[src/rtl/pfg_pkg.sv]
package pfg_pkg;

  // Register indices; the byte address is four times the index
  localparam logic [29:0] PFG_IDX_MAIN_CTRL = 30'h00FFE380;
  localparam logic [29:0] PFG_IDX_FAULT_MASK = 30'h00FFE384;
  localparam logic [29:0] PFG_IDX_FAULT_STATUS = 30'h00FFE385;
  localparam logic [29:0] PFG_IDX_PIN_SAMPLE = 30'h00FFE386;
  localparam logic [29:0] PFG_IDX_OUTPUT_GATE = 30'h00FFE387;
  localparam logic [29:0] PFG_IDX_RECOVERY_CTRL = 30'h00FFE388;

  // main_pwm_control fields
  localparam int PFG_MAIN_GATE_EN = 0;
  localparam int PFG_MAIN_HIGH_OFF = 1;
  localparam int PFG_MAIN_LOW_OFF = 2;
  localparam logic [7:0] PFG_MAIN_WMASK = 8'h07;

  // pwm_fault_recovery_control fields
  localparam int PFG_RC_PIN_RST = 0;
  localparam int PFG_RC_PIN_INT = 1;
  localparam int PFG_RC_CMP0_RST = 2;
  localparam int PFG_RC_CMP0_INT = 3;
  localparam int PFG_RC_CMP1_RST = 4;
  localparam int PFG_RC_CMP1_INT = 5;
  localparam int PFG_RC_DBG_RST = 6;
  localparam logic [7:0] PFG_RC_WMASK = 8'h7F;

  // Fault mask fields (set-only bits, cleared by reset)
  localparam int PFG_FM_PIN = 0;
  localparam int PFG_FM_CMP0 = 1;
  localparam int PFG_FM_CMP1 = 2;
  localparam int PFG_FM_DBG = 5;

  // Fault status fields
  localparam int PFG_FS_PIN = 0;
  localparam int PFG_FS_CMP1 = 1;
  localparam int PFG_FS_CMP0 = 2;
  localparam int PFG_FS_DBG = 5;
  localparam int PFG_FS_RELOAD = 7;

  // Output gate register: bits 5..0 = 2L 2H 1L 1H 0L 0H
  localparam logic [7:0] PFG_GATE_WMASK = 8'h3F;
  // Pin sample: fault pin in bit 6
  localparam int PFG_PS_FAULT = 6;

  localparam logic [7:0] PFG_RST_BYTE = 8'h00;
  localparam logic [31:0] PFG_RD_ZERO = 32'h00000000;

  typedef struct packed {
    logic [2:0] high;
    logic [2:0] low;
  } pfg_pwm_type;

  // Fault sources in order: debug, comparator 1, comparator 0, pin
  typedef struct packed {
    logic dbg;
    logic cmp1;
    logic cmp0;
    logic pin;
  } pfg_src_type;

  typedef enum logic [0:0] {
    PFG_ST_RUN,
    PFG_ST_HOLD
  } pfg_state_type;

endpackage : pfg_pkg

[src/rtl/pfg_top.sv]
// Function
// - Debug auto: resume after sources clear, period start
// - Debug software: sources clear, flags clear, reload
// - Comparator 1 recovery select, auto or software
// - Comparator 0 recovery select, auto or software
// - Fault pin recovery select, auto or software
// - Comparator 1 interrupt only when enabled
// - Comparator 0 interrupt only when enabled
// - Fault pin interrupt only when enabled
// - Pin sample register returns sampled pin levels
// - Fault pin sample bit mirrors pin level
// - Six PWM sample bits mirror pin levels
// - Gating acts only with output gating enable
// - Gating never stops the modulator itself
// - Fault forces every output off regardless
// - Flag clears only after its source deasserts
// - Reload flag set at reload, meets recovery
// - Masked source sets no flag, no fault
//
// Local design decision: the Wishbone interface to the registers.
`timescale 1ns/1ps
`default_nettype none

module pfg_top (
  input wire logic clk_i,
  input wire logic rst_i,
  input wire logic cyc_i,
  input wire logic stb_i,
  input wire logic we_i,
  input wire logic [31:0] adr_i,
  input wire logic [3:0] sel_i,
  input wire logic [31:0] dat_i,
  output logic [31:0] dat_o,
  output logic ack_o,
  input wire pfg_pkg::pfg_pwm_type pwm_i,
  input wire logic period_start_i,
  input wire logic reload_i,
  input wire logic fault_pin_i,
  input wire logic cmp0_i,
  input wire logic cmp1_i,
  input wire logic debug_i,
  output pfg_pkg::pfg_pwm_type pwm_o,
  output logic fault_irq_o,
  output logic fault_active_o
);

  logic [7:0] main_ctrl_r;
  logic [7:0] fault_mask_r;
  logic [7:0] fault_status_r;
  logic [7:0] pin_sample_r;
  logic [7:0] output_gate_r;
  logic [7:0] recovery_ctrl_r;
  logic [31:0] dat_r;
  logic ack_r;
  pfg_pkg::pfg_pwm_type pwm_r;
  logic irq_r;
  logic force_off_r;
  pfg_pkg::pfg_state_type state_r;
  pfg_pkg::pfg_state_type state_nxt;
  logic sw_recovery_r;
  logic need_period_r;
  logic reload_seen_r;
  pfg_pkg::pfg_src_type active_d_r;

  pfg_pkg::pfg_src_type raw_src;
  pfg_pkg::pfg_src_type active_src;
  pfg_pkg::pfg_src_type irq_en;
  pfg_pkg::pfg_src_type sw_sel;
  logic fault_now;
  logic flags_clear;
  logic req;
  logic wr_take;
  logic [7:0] wr_byte;

  function automatic logic hit(input logic [29:0] idx);
    hit = (adr_i[31:2] == idx);
  endfunction : hit

  // Next value of a write-one-to-clear flag; the set wins over the clear
  function automatic logic w1c_flag(input logic cur, input logic set,
                                    input logic clr, input logic src);
    if (set) begin
      w1c_flag = 1'b1;
    end else if (clr && !src) begin
      w1c_flag = 1'b0;
    end else begin
      w1c_flag = cur;
    end
  endfunction : w1c_flag

  assign req = cyc_i && stb_i;
  // Writes land at the edge where the master sees ack high
  assign wr_take = req && we_i && ack_r && sel_i[0];
  assign wr_byte = dat_i[7:0];

  assign raw_src.dbg = debug_i;
  assign raw_src.cmp1 = cmp1_i;
  assign raw_src.cmp0 = cmp0_i;
  assign raw_src.pin = fault_pin_i;

  // Masked sources drop out before flag setting and fault logic see them
  assign active_src.dbg = raw_src.dbg &&
    !fault_mask_r[pfg_pkg::PFG_FM_DBG];
  assign active_src.cmp1 = raw_src.cmp1 &&
    !fault_mask_r[pfg_pkg::PFG_FM_CMP1];
  assign active_src.cmp0 = raw_src.cmp0 &&
    !fault_mask_r[pfg_pkg::PFG_FM_CMP0];
  assign active_src.pin = raw_src.pin &&
    !fault_mask_r[pfg_pkg::PFG_FM_PIN];
  assign fault_now = |active_src;

  assign sw_sel.dbg = recovery_ctrl_r[pfg_pkg::PFG_RC_DBG_RST];
  assign sw_sel.cmp1 = recovery_ctrl_r[pfg_pkg::PFG_RC_CMP1_RST];
  assign sw_sel.cmp0 = recovery_ctrl_r[pfg_pkg::PFG_RC_CMP0_RST];
  assign sw_sel.pin = recovery_ctrl_r[pfg_pkg::PFG_RC_PIN_RST];

  // Debug entry has no interrupt enable of its own
  assign irq_en.dbg = 1'b0;
  assign irq_en.cmp1 = recovery_ctrl_r[pfg_pkg::PFG_RC_CMP1_INT];
  assign irq_en.cmp0 = recovery_ctrl_r[pfg_pkg::PFG_RC_CMP0_INT];
  assign irq_en.pin = recovery_ctrl_r[pfg_pkg::PFG_RC_PIN_INT];

  assign flags_clear = !fault_status_r[pfg_pkg::PFG_FS_PIN] &&
                       !fault_status_r[pfg_pkg::PFG_FS_CMP1] &&
                       !fault_status_r[pfg_pkg::PFG_FS_CMP0] &&
                       !fault_status_r[pfg_pkg::PFG_FS_DBG];

  // Wishbone slave: one wait state, ack held a single cycle
  always_ff @(posedge clk_i) begin
    if (rst_i) begin
      ack_r <= 1'b0;
    end else begin
      ack_r <= req && !ack_r;
    end
  end

  always_ff @(posedge clk_i) begin
    if (rst_i) begin
      dat_r <= pfg_pkg::PFG_RD_ZERO;
    end else if (req && !ack_r) begin
      dat_r <= pfg_pkg::PFG_RD_ZERO;
      if (hit(pfg_pkg::PFG_IDX_MAIN_CTRL)) begin
        dat_r[7:0] <= main_ctrl_r;
      end else if (hit(pfg_pkg::PFG_IDX_FAULT_MASK)) begin
        dat_r[7:0] <= fault_mask_r;
      end else if (hit(pfg_pkg::PFG_IDX_FAULT_STATUS)) begin
        dat_r[7:0] <= fault_status_r;
      end else if (hit(pfg_pkg::PFG_IDX_PIN_SAMPLE)) begin
        dat_r[7:0] <= pin_sample_r;
      end else if (hit(pfg_pkg::PFG_IDX_OUTPUT_GATE)) begin
        dat_r[7:0] <= output_gate_r;
      end else if (hit(pfg_pkg::PFG_IDX_RECOVERY_CTRL)) begin
        dat_r[7:0] <= recovery_ctrl_r;
      end
    end
  end

  always_ff @(posedge clk_i) begin
    if (rst_i) begin
      main_ctrl_r <= pfg_pkg::PFG_RST_BYTE;
    end else if (wr_take && hit(pfg_pkg::PFG_IDX_MAIN_CTRL)) begin
      main_ctrl_r <= wr_byte & pfg_pkg::PFG_MAIN_WMASK;
    end
  end

  always_ff @(posedge clk_i) begin
    if (rst_i) begin
      recovery_ctrl_r <= pfg_pkg::PFG_RST_BYTE;
    end else if (wr_take && hit(pfg_pkg::PFG_IDX_RECOVERY_CTRL)) begin
      recovery_ctrl_r <= wr_byte & pfg_pkg::PFG_RC_WMASK;
    end
  end

  // Reserved gate bits are dropped even if software writes them
  always_ff @(posedge clk_i) begin
    if (rst_i) begin
      output_gate_r <= pfg_pkg::PFG_RST_BYTE;
    end else if (wr_take && hit(pfg_pkg::PFG_IDX_OUTPUT_GATE)) begin
      output_gate_r <= wr_byte & pfg_pkg::PFG_GATE_WMASK;
    end
  end

  // Mask bits can be set but never cleared again before reset
  always_ff @(posedge clk_i) begin
    if (rst_i) begin
      fault_mask_r <= pfg_pkg::PFG_RST_BYTE;
    end else if (wr_take && hit(pfg_pkg::PFG_IDX_FAULT_MASK)) begin
      fault_mask_r[pfg_pkg::PFG_FM_PIN] <= fault_mask_r[pfg_pkg::PFG_FM_PIN]
        || wr_byte[pfg_pkg::PFG_FM_PIN];
      fault_mask_r[pfg_pkg::PFG_FM_CMP0] <= fault_mask_r[pfg_pkg::PFG_FM_CMP0]
        || wr_byte[pfg_pkg::PFG_FM_CMP0];
      fault_mask_r[pfg_pkg::PFG_FM_CMP1] <= fault_mask_r[pfg_pkg::PFG_FM_CMP1]
        || wr_byte[pfg_pkg::PFG_FM_CMP1];
      fault_mask_r[pfg_pkg::PFG_FM_DBG] <= fault_mask_r[pfg_pkg::PFG_FM_DBG]
        || wr_byte[pfg_pkg::PFG_FM_DBG];
    end
  end

  // Flags follow unmasked sources; a clear is refused while active
  always_ff @(posedge clk_i) begin
    logic clr;
    clr = 1'b0;
    if (rst_i) begin
      fault_status_r <= pfg_pkg::PFG_RST_BYTE;
    end else begin
      clr = wr_take && hit(pfg_pkg::PFG_IDX_FAULT_STATUS);
      fault_status_r[pfg_pkg::PFG_FS_PIN] <= w1c_flag(
        fault_status_r[pfg_pkg::PFG_FS_PIN], active_src.pin,
        clr && wr_byte[pfg_pkg::PFG_FS_PIN], raw_src.pin);
      fault_status_r[pfg_pkg::PFG_FS_CMP1] <= w1c_flag(
        fault_status_r[pfg_pkg::PFG_FS_CMP1], active_src.cmp1,
        clr && wr_byte[pfg_pkg::PFG_FS_CMP1], raw_src.cmp1);
      fault_status_r[pfg_pkg::PFG_FS_CMP0] <= w1c_flag(
        fault_status_r[pfg_pkg::PFG_FS_CMP0], active_src.cmp0,
        clr && wr_byte[pfg_pkg::PFG_FS_CMP0], raw_src.cmp0);
      fault_status_r[pfg_pkg::PFG_FS_DBG] <= w1c_flag(
        fault_status_r[pfg_pkg::PFG_FS_DBG], active_src.dbg,
        clr && wr_byte[pfg_pkg::PFG_FS_DBG], raw_src.dbg);
      fault_status_r[pfg_pkg::PFG_FS_RELOAD] <= w1c_flag(
        fault_status_r[pfg_pkg::PFG_FS_RELOAD], reload_i,
        clr && wr_byte[pfg_pkg::PFG_FS_RELOAD], 1'b0);
    end
  end

  // Pin levels are taken as synchronous, so one flop is enough
  always_ff @(posedge clk_i) begin
    if (rst_i) begin
      pin_sample_r <= pfg_pkg::PFG_RST_BYTE;
    end else begin
      pin_sample_r <= pfg_pkg::PFG_RST_BYTE;
      pin_sample_r[pfg_pkg::PFG_PS_FAULT] <= fault_pin_i;
      pin_sample_r[5:0] <= {pwm_r.low[2], pwm_r.high[2], pwm_r.low[1],
                            pwm_r.high[1], pwm_r.low[0],
                            pwm_r.high[0]};
    end
  end

  // Recovery mode is latched per fault episode from the active sources
  always_ff @(posedge clk_i) begin
    if (rst_i) begin
      sw_recovery_r <= 1'b0;
      need_period_r <= 1'b0;
    end else if (state_r == pfg_pkg::PFG_ST_RUN && !fault_now) begin
      sw_recovery_r <= 1'b0;
      need_period_r <= 1'b0;
    end else begin
      if (|(active_src & sw_sel)) begin
        sw_recovery_r <= 1'b1;
      end
      if (active_src.dbg && !sw_sel.dbg) begin
        need_period_r <= 1'b1;
      end
    end
  end

  // A reload only counts once every source has gone away
  always_ff @(posedge clk_i) begin
    if (rst_i) begin
      reload_seen_r <= 1'b0;
    end else if (fault_now || state_r == pfg_pkg::PFG_ST_RUN) begin
      reload_seen_r <= 1'b0;
    end else if (reload_i) begin
      reload_seen_r <= 1'b1;
    end
  end

  always_comb begin
    state_nxt = state_r;
    case (state_r)
      pfg_pkg::PFG_ST_RUN: begin
        if (fault_now) begin
          state_nxt = pfg_pkg::PFG_ST_HOLD;
        end
      end
      pfg_pkg::PFG_ST_HOLD: begin
        if (fault_now) begin
          state_nxt = pfg_pkg::PFG_ST_HOLD;
        end else if (sw_recovery_r) begin
          if (flags_clear && reload_seen_r) begin
            state_nxt = pfg_pkg::PFG_ST_RUN;
          end
        end else if (!need_period_r || period_start_i) begin
          state_nxt = pfg_pkg::PFG_ST_RUN;
        end
      end
      default: begin
        state_nxt = pfg_pkg::PFG_ST_HOLD;
      end
    endcase
  end

  always_ff @(posedge clk_i) begin
    if (rst_i) begin
      state_r <= pfg_pkg::PFG_ST_RUN;
    end else begin
      state_r <= state_nxt;
    end
  end

  // Outputs are forced off from the cycle after the first faulty one on
  always_ff @(posedge clk_i) begin
    if (rst_i) begin
      force_off_r <= 1'b0;
    end else begin
      force_off_r <= fault_now || state_nxt == pfg_pkg::PFG_ST_HOLD;
    end
  end

  // Only the pins are gated; the modulator behind pwm_i runs on
  always_ff @(posedge clk_i) begin
    logic gate_on;
    gate_on = 1'b0;
    if (rst_i) begin
      pwm_r <= '0;
    end else begin
      gate_on = main_ctrl_r[pfg_pkg::PFG_MAIN_GATE_EN];
      for (int ch = 0; ch < 3; ch++) begin
        if (state_nxt == pfg_pkg::PFG_ST_HOLD) begin
          pwm_r.high[ch] <= main_ctrl_r[pfg_pkg::PFG_MAIN_HIGH_OFF];
          pwm_r.low[ch] <= main_ctrl_r[pfg_pkg::PFG_MAIN_LOW_OFF];
        end else begin
          pwm_r.high[ch] <= (gate_on && output_gate_r[2 * ch]) ?
            main_ctrl_r[pfg_pkg::PFG_MAIN_HIGH_OFF] :
            pwm_i.high[ch];
          pwm_r.low[ch] <= (gate_on && output_gate_r[2 * ch + 1]) ?
            main_ctrl_r[pfg_pkg::PFG_MAIN_LOW_OFF] :
            pwm_i.low[ch];
        end
      end
    end
  end

  // Interrupt is a one-cycle pulse on each enabled source assertion
  always_ff @(posedge clk_i) begin
    if (rst_i) begin
      active_d_r <= '0;
      irq_r <= 1'b0;
    end else begin
      active_d_r <= active_src;
      irq_r <= |(active_src & ~active_d_r & irq_en);
    end
  end

  assign dat_o = dat_r;
  assign ack_o = ack_r;
  assign pwm_o = pwm_r;
  assign fault_irq_o = irq_r;
  assign fault_active_o = force_off_r;

endmodule : pfg_top

`default_nettype wire

[config.mk]
export PLATFORM = sky130hd
export DESIGN_NAME = pfg_top
export DESIGN_NICKNAME = d
export VERILOG_FILES = /design/src/rtl/pfg_pkg.sv /design/src/rtl/pfg_top.sv
export SDC_FILE = /design/constraint.sdc
export NUM_CORES = 1
export LEC_CHECK = 0
export ABC_CLOCK_PERIOD_IN_PS = 2100
export BUFFER_PORTS_ARGS = -buffer_cell sky130_fd_sc_hd__buf_2
export CORE_MARGIN = 10
export CORE_UTILIZATION = 47
export CTS_BUF_LIST = sky130_fd_sc_hd__clkbuf_4 sky130_fd_sc_hd__clkbuf_8 sky130_fd_sc_hd__clkbuf_16
export CTS_CLUSTER_SIZE = 16
export DETAILED_ROUTE_END_ITERATION = 10
export MAX_ROUTING_LAYER = met4
export PLACE_DENSITY_LB_ADDON = 0.25
export SLEW_MARGIN = 20
export SYNTH_ARGS = -nofsm -noshare
export SYNTH_HDL_FRONTEND = slang
export SYNTH_SLANG_ARGS = --single-unit
[constraint.sdc]
create_clock -name clk_i -period 2.1 [get_ports clk_i]
set_input_delay 0.315 -clock clk_i [delete_from_list [all_inputs] [get_ports clk_i]]
set_output_delay 0.315 -clock clk_i [all_outputs]
set_load 0.05 [all_outputs]
==> results.toml, run 1 <==
[outcome]
status = "completed"

[sta]
rsz0062_at_grt = "false"
setup_violations = 0
relSlewSlack_pct = 54.2
fin_crit_ps = 1970
clock-skew-final_ps = 8.58
finalHoldViolCount = 0
setup_slack_ps = 134
finalSetupTns_ps = 0
fmax_mhz = 509
worst_slew_pin_slew_ps = 686
report.final.slew_viol_count = 0
hold_slack_ps = 236
min_period_over_period_pct = 93.6

[yosys]
yosys_warnings = 0
ys_seq_elements = 56
netlist_instances = 309
syn-cell-area_sq_um = 2770
ys_seq_area_share_pct = 40.5
async_reset_ff_share_pct = 0
avgSynthCellArea_sq_um = 8.96
synth_ff_type = "dfxtp_1"
synth_cell_types = 59
synth_edf_count = 0

[routing]
dr.pass1.iters = 5
vias = 2530
finalWirelength_mm = 7.76
drc = 0
via_per_inst = 5.48
wl_per_cell_um = 16.8
drtAntennaViolNets = 0
drt-initial-drc-count = 199

[cts]
numCtsBuffers = 5
postCtsSetupBuffers = 0
cts_max_level = 2
cts-root-buf = "clkbuf_8"
cts_resized = 0
cts.path.max_buffers = 2
hold_buffers = 0
clk_pin_slew_ps = 100
cts_tree = "done"
worstSkewPairLatency_ps = 310
cts.sinks = 56

[die]
dieArea_sq_um = 9360
core_area_sq_um = 5610
die_height_um = 96.8
rows = 27
die_x_um = 96.8
io_pins = 126
start_util_pct = 49.4

[pwr]
power_frac_clock_pct = 30.5
swShare_pct = 27.8
power_frac_comb_pct = 15.3
cellLeakagePower_nw = 1.47
power_frac_seq_pct = 54.2
internal_power_mw = 1.45
powerDensity_nw_per_um2 = 611
p_switching_mw = 0.559
ir_drop_uv = 467

[placement]
dp.final_hpwl_mm = 6.34
pre_cts_ws_ps = 12.7
gp_congestion = 0.941
io_buffers = 72

[setup_path]
crit_path_end_kind = "flip-flop"
crit_arrival_ps = 2200
start_kind = "flip-flop"
crit_fanout = 8
criticalPathCategory = "reg -> reg"
worstPathRequired_ps = 2330

[final_layout]
syn2layout_area_growth_pct = 18.8
fillers = 537
num_antenna_cells = 0
layout-drive-gt1-share_pct = 27.2
fin_util_pct = 58.7
nets = 474

[global_routing]
grt_pass1_vias = 2444
antenna_found_initial = 0
grt_max_degree = 20
grt_pass1_wl_mm = 12.4
overflow = 0
grt_usage_pct = 16.2

[run]
maxCapViolations = 0

[hold_path]
hold_path_class = "in -> reg"
[cell families after synthesis]
logic type / synth area share (%)
DFF: 40.5
buffers and inverters: 10.8
AOI/OAI and AO/OA: 15.0
other: 0.135
and+or+nand+nor: 24.2
muxes: 9.39
[power groups by stage]
stage | sequential (mW) | combinational (mW) | clock (mW)
after global routing | 1.09 | 0.332 | 0.676
final | 1.09 | 0.308 | 0.613
after global placement | 1.11 | 0.302 | 0
after CTS | 1.09 | 0.305 | 0.624
after detailed placement | 1.11 | 0.304 | 0
after floorplan | 1.12 | 0.228 | 0
[area by class of cell]
| cell class | count | area, sq um | area share, % |
|---|---|---|---|
| clock buffer | 7 | 90.1 | 2.74 |
| clock inverter | 1 | 7.51 | 0.228 |
| inverter | 14 | 52.6 | 1.60 |
| tap | 72 | 90.1 | 2.74 |
| multi-input combinational | 222 | 1440 | 43.6 |
| timing repair buffer | 90 | 495 | 15.1 |
| sequential | 56 | 1120 | 34.1 |
[layer usage]
layer / up-vias / track usage [%] / share of wire [%]
li1: 1227 / - / -
met1: 1174 / 20.3 / 44
met2: 121 / 25.1 / 47
met3: 8 / 4.40 / 8.1
met4: 0 / 4.17 / 1.2
met5: - / - / 0
[synthesized netlist by cell type (all sizes together), types with 2 or more instances]
cell     instances  area, sq um
inv             14         52.6
a221o            2         20.0
a22oi            2         15.0
nor2b           14         87.6
and2             3         18.8
and3             2         12.5
nor3             9         45.0
o211ai           4         30.0
a32o             2         20.0
a221oi           2         17.5
nor4bb           2         20.0
a31oi            9         56.3
nand4            6         52.6
a2111oi          3         26.3
nand2           22         82.6
nor2            25         96.4
mux2i           26          260
buf             29          205
nand3            5         30.0
and4             2         17.5
nor4b            2         23.8
o21ai            9         45.0
or3              2         17.5
a21oi           14         70.1
dfxtp           56         1120
clkbuf          11         42.5
nand3b           4         30.0
nor4             6         73.8
a31o             2         17.5
[placed cells by master, fill, tap and decap left out, drive strengths merged, types with 3 or more instances in the layout]
cell type / n
nand4: 6
nand3b: 4
conb: 24
nor3: 9
mux2i: 26
o21ai: 9
nand2: 22
clkbuf: 7
inv: 14
buf: 90
and2: 3
nor2: 25
a31oi: 9
a21oi: 14
dfxtp: 56
a2111oi: 3
o211ai: 4
nor4: 6
nand3: 5
nor2b: 14
[sequential cells by signal (all words and copies together), names as in the netlist]
name	cells
dat_o	8
pin_sample_r	7
recovery_ctrl_r	7
output_gate_r	6
pwm_o	6
fault_status_r	5
fault_mask_r	4
active_d_r	3
main_ctrl_r	3
ack_o	1
fault_active_o	1
fault_irq_o	1
need_period_r	1
reload_seen_r	1
state_r	1
sw_recovery_r	1
[final timing paths]
check                           slack (ps)                 end  cells after the start       startpoint
worst max-delay path                   130            pwm_o[1]                      5  fault_mask_r[1]
worst min-delay path                   240  recovery_ctrl_r[6]                      3         dat_i[6]
worst max register to register         130            pwm_o[1]                      5  fault_mask_r[1]
worst min register to register         460            dat_o[7]                      2         dat_o[7]
[stage by stage]
stage	instance area, sq um	instances	total power, mW
6_report	3290	462	2.01
5_1_grt	3290	462	2.10
4_1_cts	3290	462	2.02
3_5_place_dp	3190	454	1.42
3_3_place_gp	3190	454	1.42
2_1_floorplan	2860	332	1.35
[critical path, stage by stage, from the launching register on]
cell and delay [ps]:
dfxtp_1 390, nor2b_1 80, or4_1 570, o21bai_1 350, a21oi_1 280, mux2i_1 210
No activity file was read; power rests on OpenSTA's default activity.
==> inputs of run 2 (changes only) <==
==> constraint.sdc (replaced) <==
create_clock -name clk_i -period 2.1 [get_ports clk_i]
set_input_delay 0 -clock clk_i [delete_from_list [all_inputs] [get_ports clk_i]]
set_output_delay 0 -clock clk_i [all_outputs]
set_load 0.05 [all_outputs]
==> run 2 against run 1 <==
Net effect: maximum frequency increased by 0.25%; via count increased by 2.3%; die area unchanged; design area increased by 4.9%; sequential power about the same; clock power about the same; final cell count increased by 3.0%; flip-flop and latch count unchanged.
==> results.toml, run 2 (synthesis results as in run 1) <==
[cts]
postCtsSetupBuffers = 0
clk_pin_slew_ps = 100
cts.path.max_buffers = 2
cts.sinks = 56
worstSkewPairLatency_ps = 310
cts_tree = "done"
numCtsBuffers = 5
cts_max_level = 2
cts-root-buf = "clkbuf_8"

[routing]
drtAntennaViolNets = 0
finalWirelength_mm = 8.12
wl_per_cell_um = 17.1
drt-initial-drc-count = 159
dr.pass1.iters = 4
via_per_inst = 5.44
vias = 2589
drc = 0

[final_layout]
mostFrequentLayoutCell = "buf_2"
largest_reg_flops = 8
fillers = 526
layout-drive-gt1-share_pct = 25.0
layout_common_cells = "buf_2 (72), dfxtp_1 (56), mux2i_1 (26)"
syn2layout_area_growth_pct = 24.6
final-instance-count-excl-fill = 476
fin_area_sq_um = 3450
fin_util_pct = 61.6
nets = 488
num_antenna_cells = 0

[sta]
min_period_over_period_pct = 93.4
clock-skew-final_ps = 9.86
relSlewSlack_pct = 56.9
fin_crit_ps = 1960
hold_slack_ps = 1.28
worst_slew_pin_slew_ps = 642
finalHoldViolCount = 0
rsz0062_at_grt = "false"
setup_violations = 0
fmax_mhz = 510
setup_slack_ps = 139
report.final.slew_viol_count = 0
finalSetupTns_ps = 0

[global_routing]
grt_pass1_vias = 2614
grt_max_degree = 36
grt_pass1_wl_mm = 13.3
grt_usage_pct = 17.3
overflow = 0
antenna_found_initial = 0

[run]
maxCapViolations = 0

[setup_path]
reg2reg_from = "ack_o"
start_kind = "flip-flop"
worstPathRequired_ps = 2310
criticalPathCategory = "reg -> reg"
crit_fanout = 5
ff2ff_setup_slack_ps = 140
crit_path_end_kind = "flip-flop"
crit_arrival_ps = 2170
cp-startpoint = "ack_o"

[placement]
place_area_sq_um = 3150
gp_congestion = 0.940
io_buffers = 72
pre_cts_ws_ps = 175
dp.final_hpwl_mm = 6.30
dpl.cell_count = 448

[die]
core_area_sq_um = 5610
rows = 27
dieArea_sq_um = 9360
io_pins = 126
die_x_um = 96.8
die_height_um = 96.8
start_util_pct = 49.4

[outcome]
status = "completed"

[pwr]
ir_drop_uv = 502
p_total_mw = 2.04
powerDensity_nw_per_um2 = 592
cellLeakagePower_nw = 1.53

[hold_path]
hold_path_class = "in -> reg"
hp-start = "reload_i"
[run 2: area by class of cell]
type / instances / area (sq um) / area share, %
Clock buffer: 6 / 82.6 / 2.39
Clock inverter: 2 / 15.0 / 0.435
Inverter: 14 / 52.6 / 1.52
Multi-Input combinational cell: 222 / 1440 / 41.7
Sequential cell: 56 / 1120 / 32.5
Tap cell: 72 / 90.1 / 2.61
Timing Repair Buffer: 104 / 651 / 18.8
[run 2: path summary, 6_finish.rpt]
path	endpoint	cells after the start
worst min-delay path	reload_seen_r	3
worst max register to register	fault_status_r[7]	7
worst max-delay path	fault_status_r[7]	7
worst min register to register	dat_o[0]	2
[run 2: power by group]
group	total, mW	switching, mW	internal, mW
clock	0.616	0.348	0.268
combinational	0.337	0.223	0.114
sequential	1.09	0.0111	1.08
[run 2: per-layer routing]
| metal | track usage, % | wire [um] |
|---|---|---|
| met4 | 5.75 | 140 |
| met3 | 4.68 | 547 |
| met2 | 27.4 | 3790 |
| met5 | - | 0 |
| met1 | 20.8 | 3640 |
[run 2: critical path: stages, from the launching register on]
cell and delay (ps):
dfxtp_1 380, and3_1 210, nand3_2 150, nor4_2 160
buf_4 190, and3b_1 160, nor3_1 40, dlygate4sd3_1 560
[run 2: timing repair]
item	CTS	global route
endpoints found under the setup margin	0	1
hold endpoints to repair	28	0
gates resized for setup	0	1
hold buffers	20	0
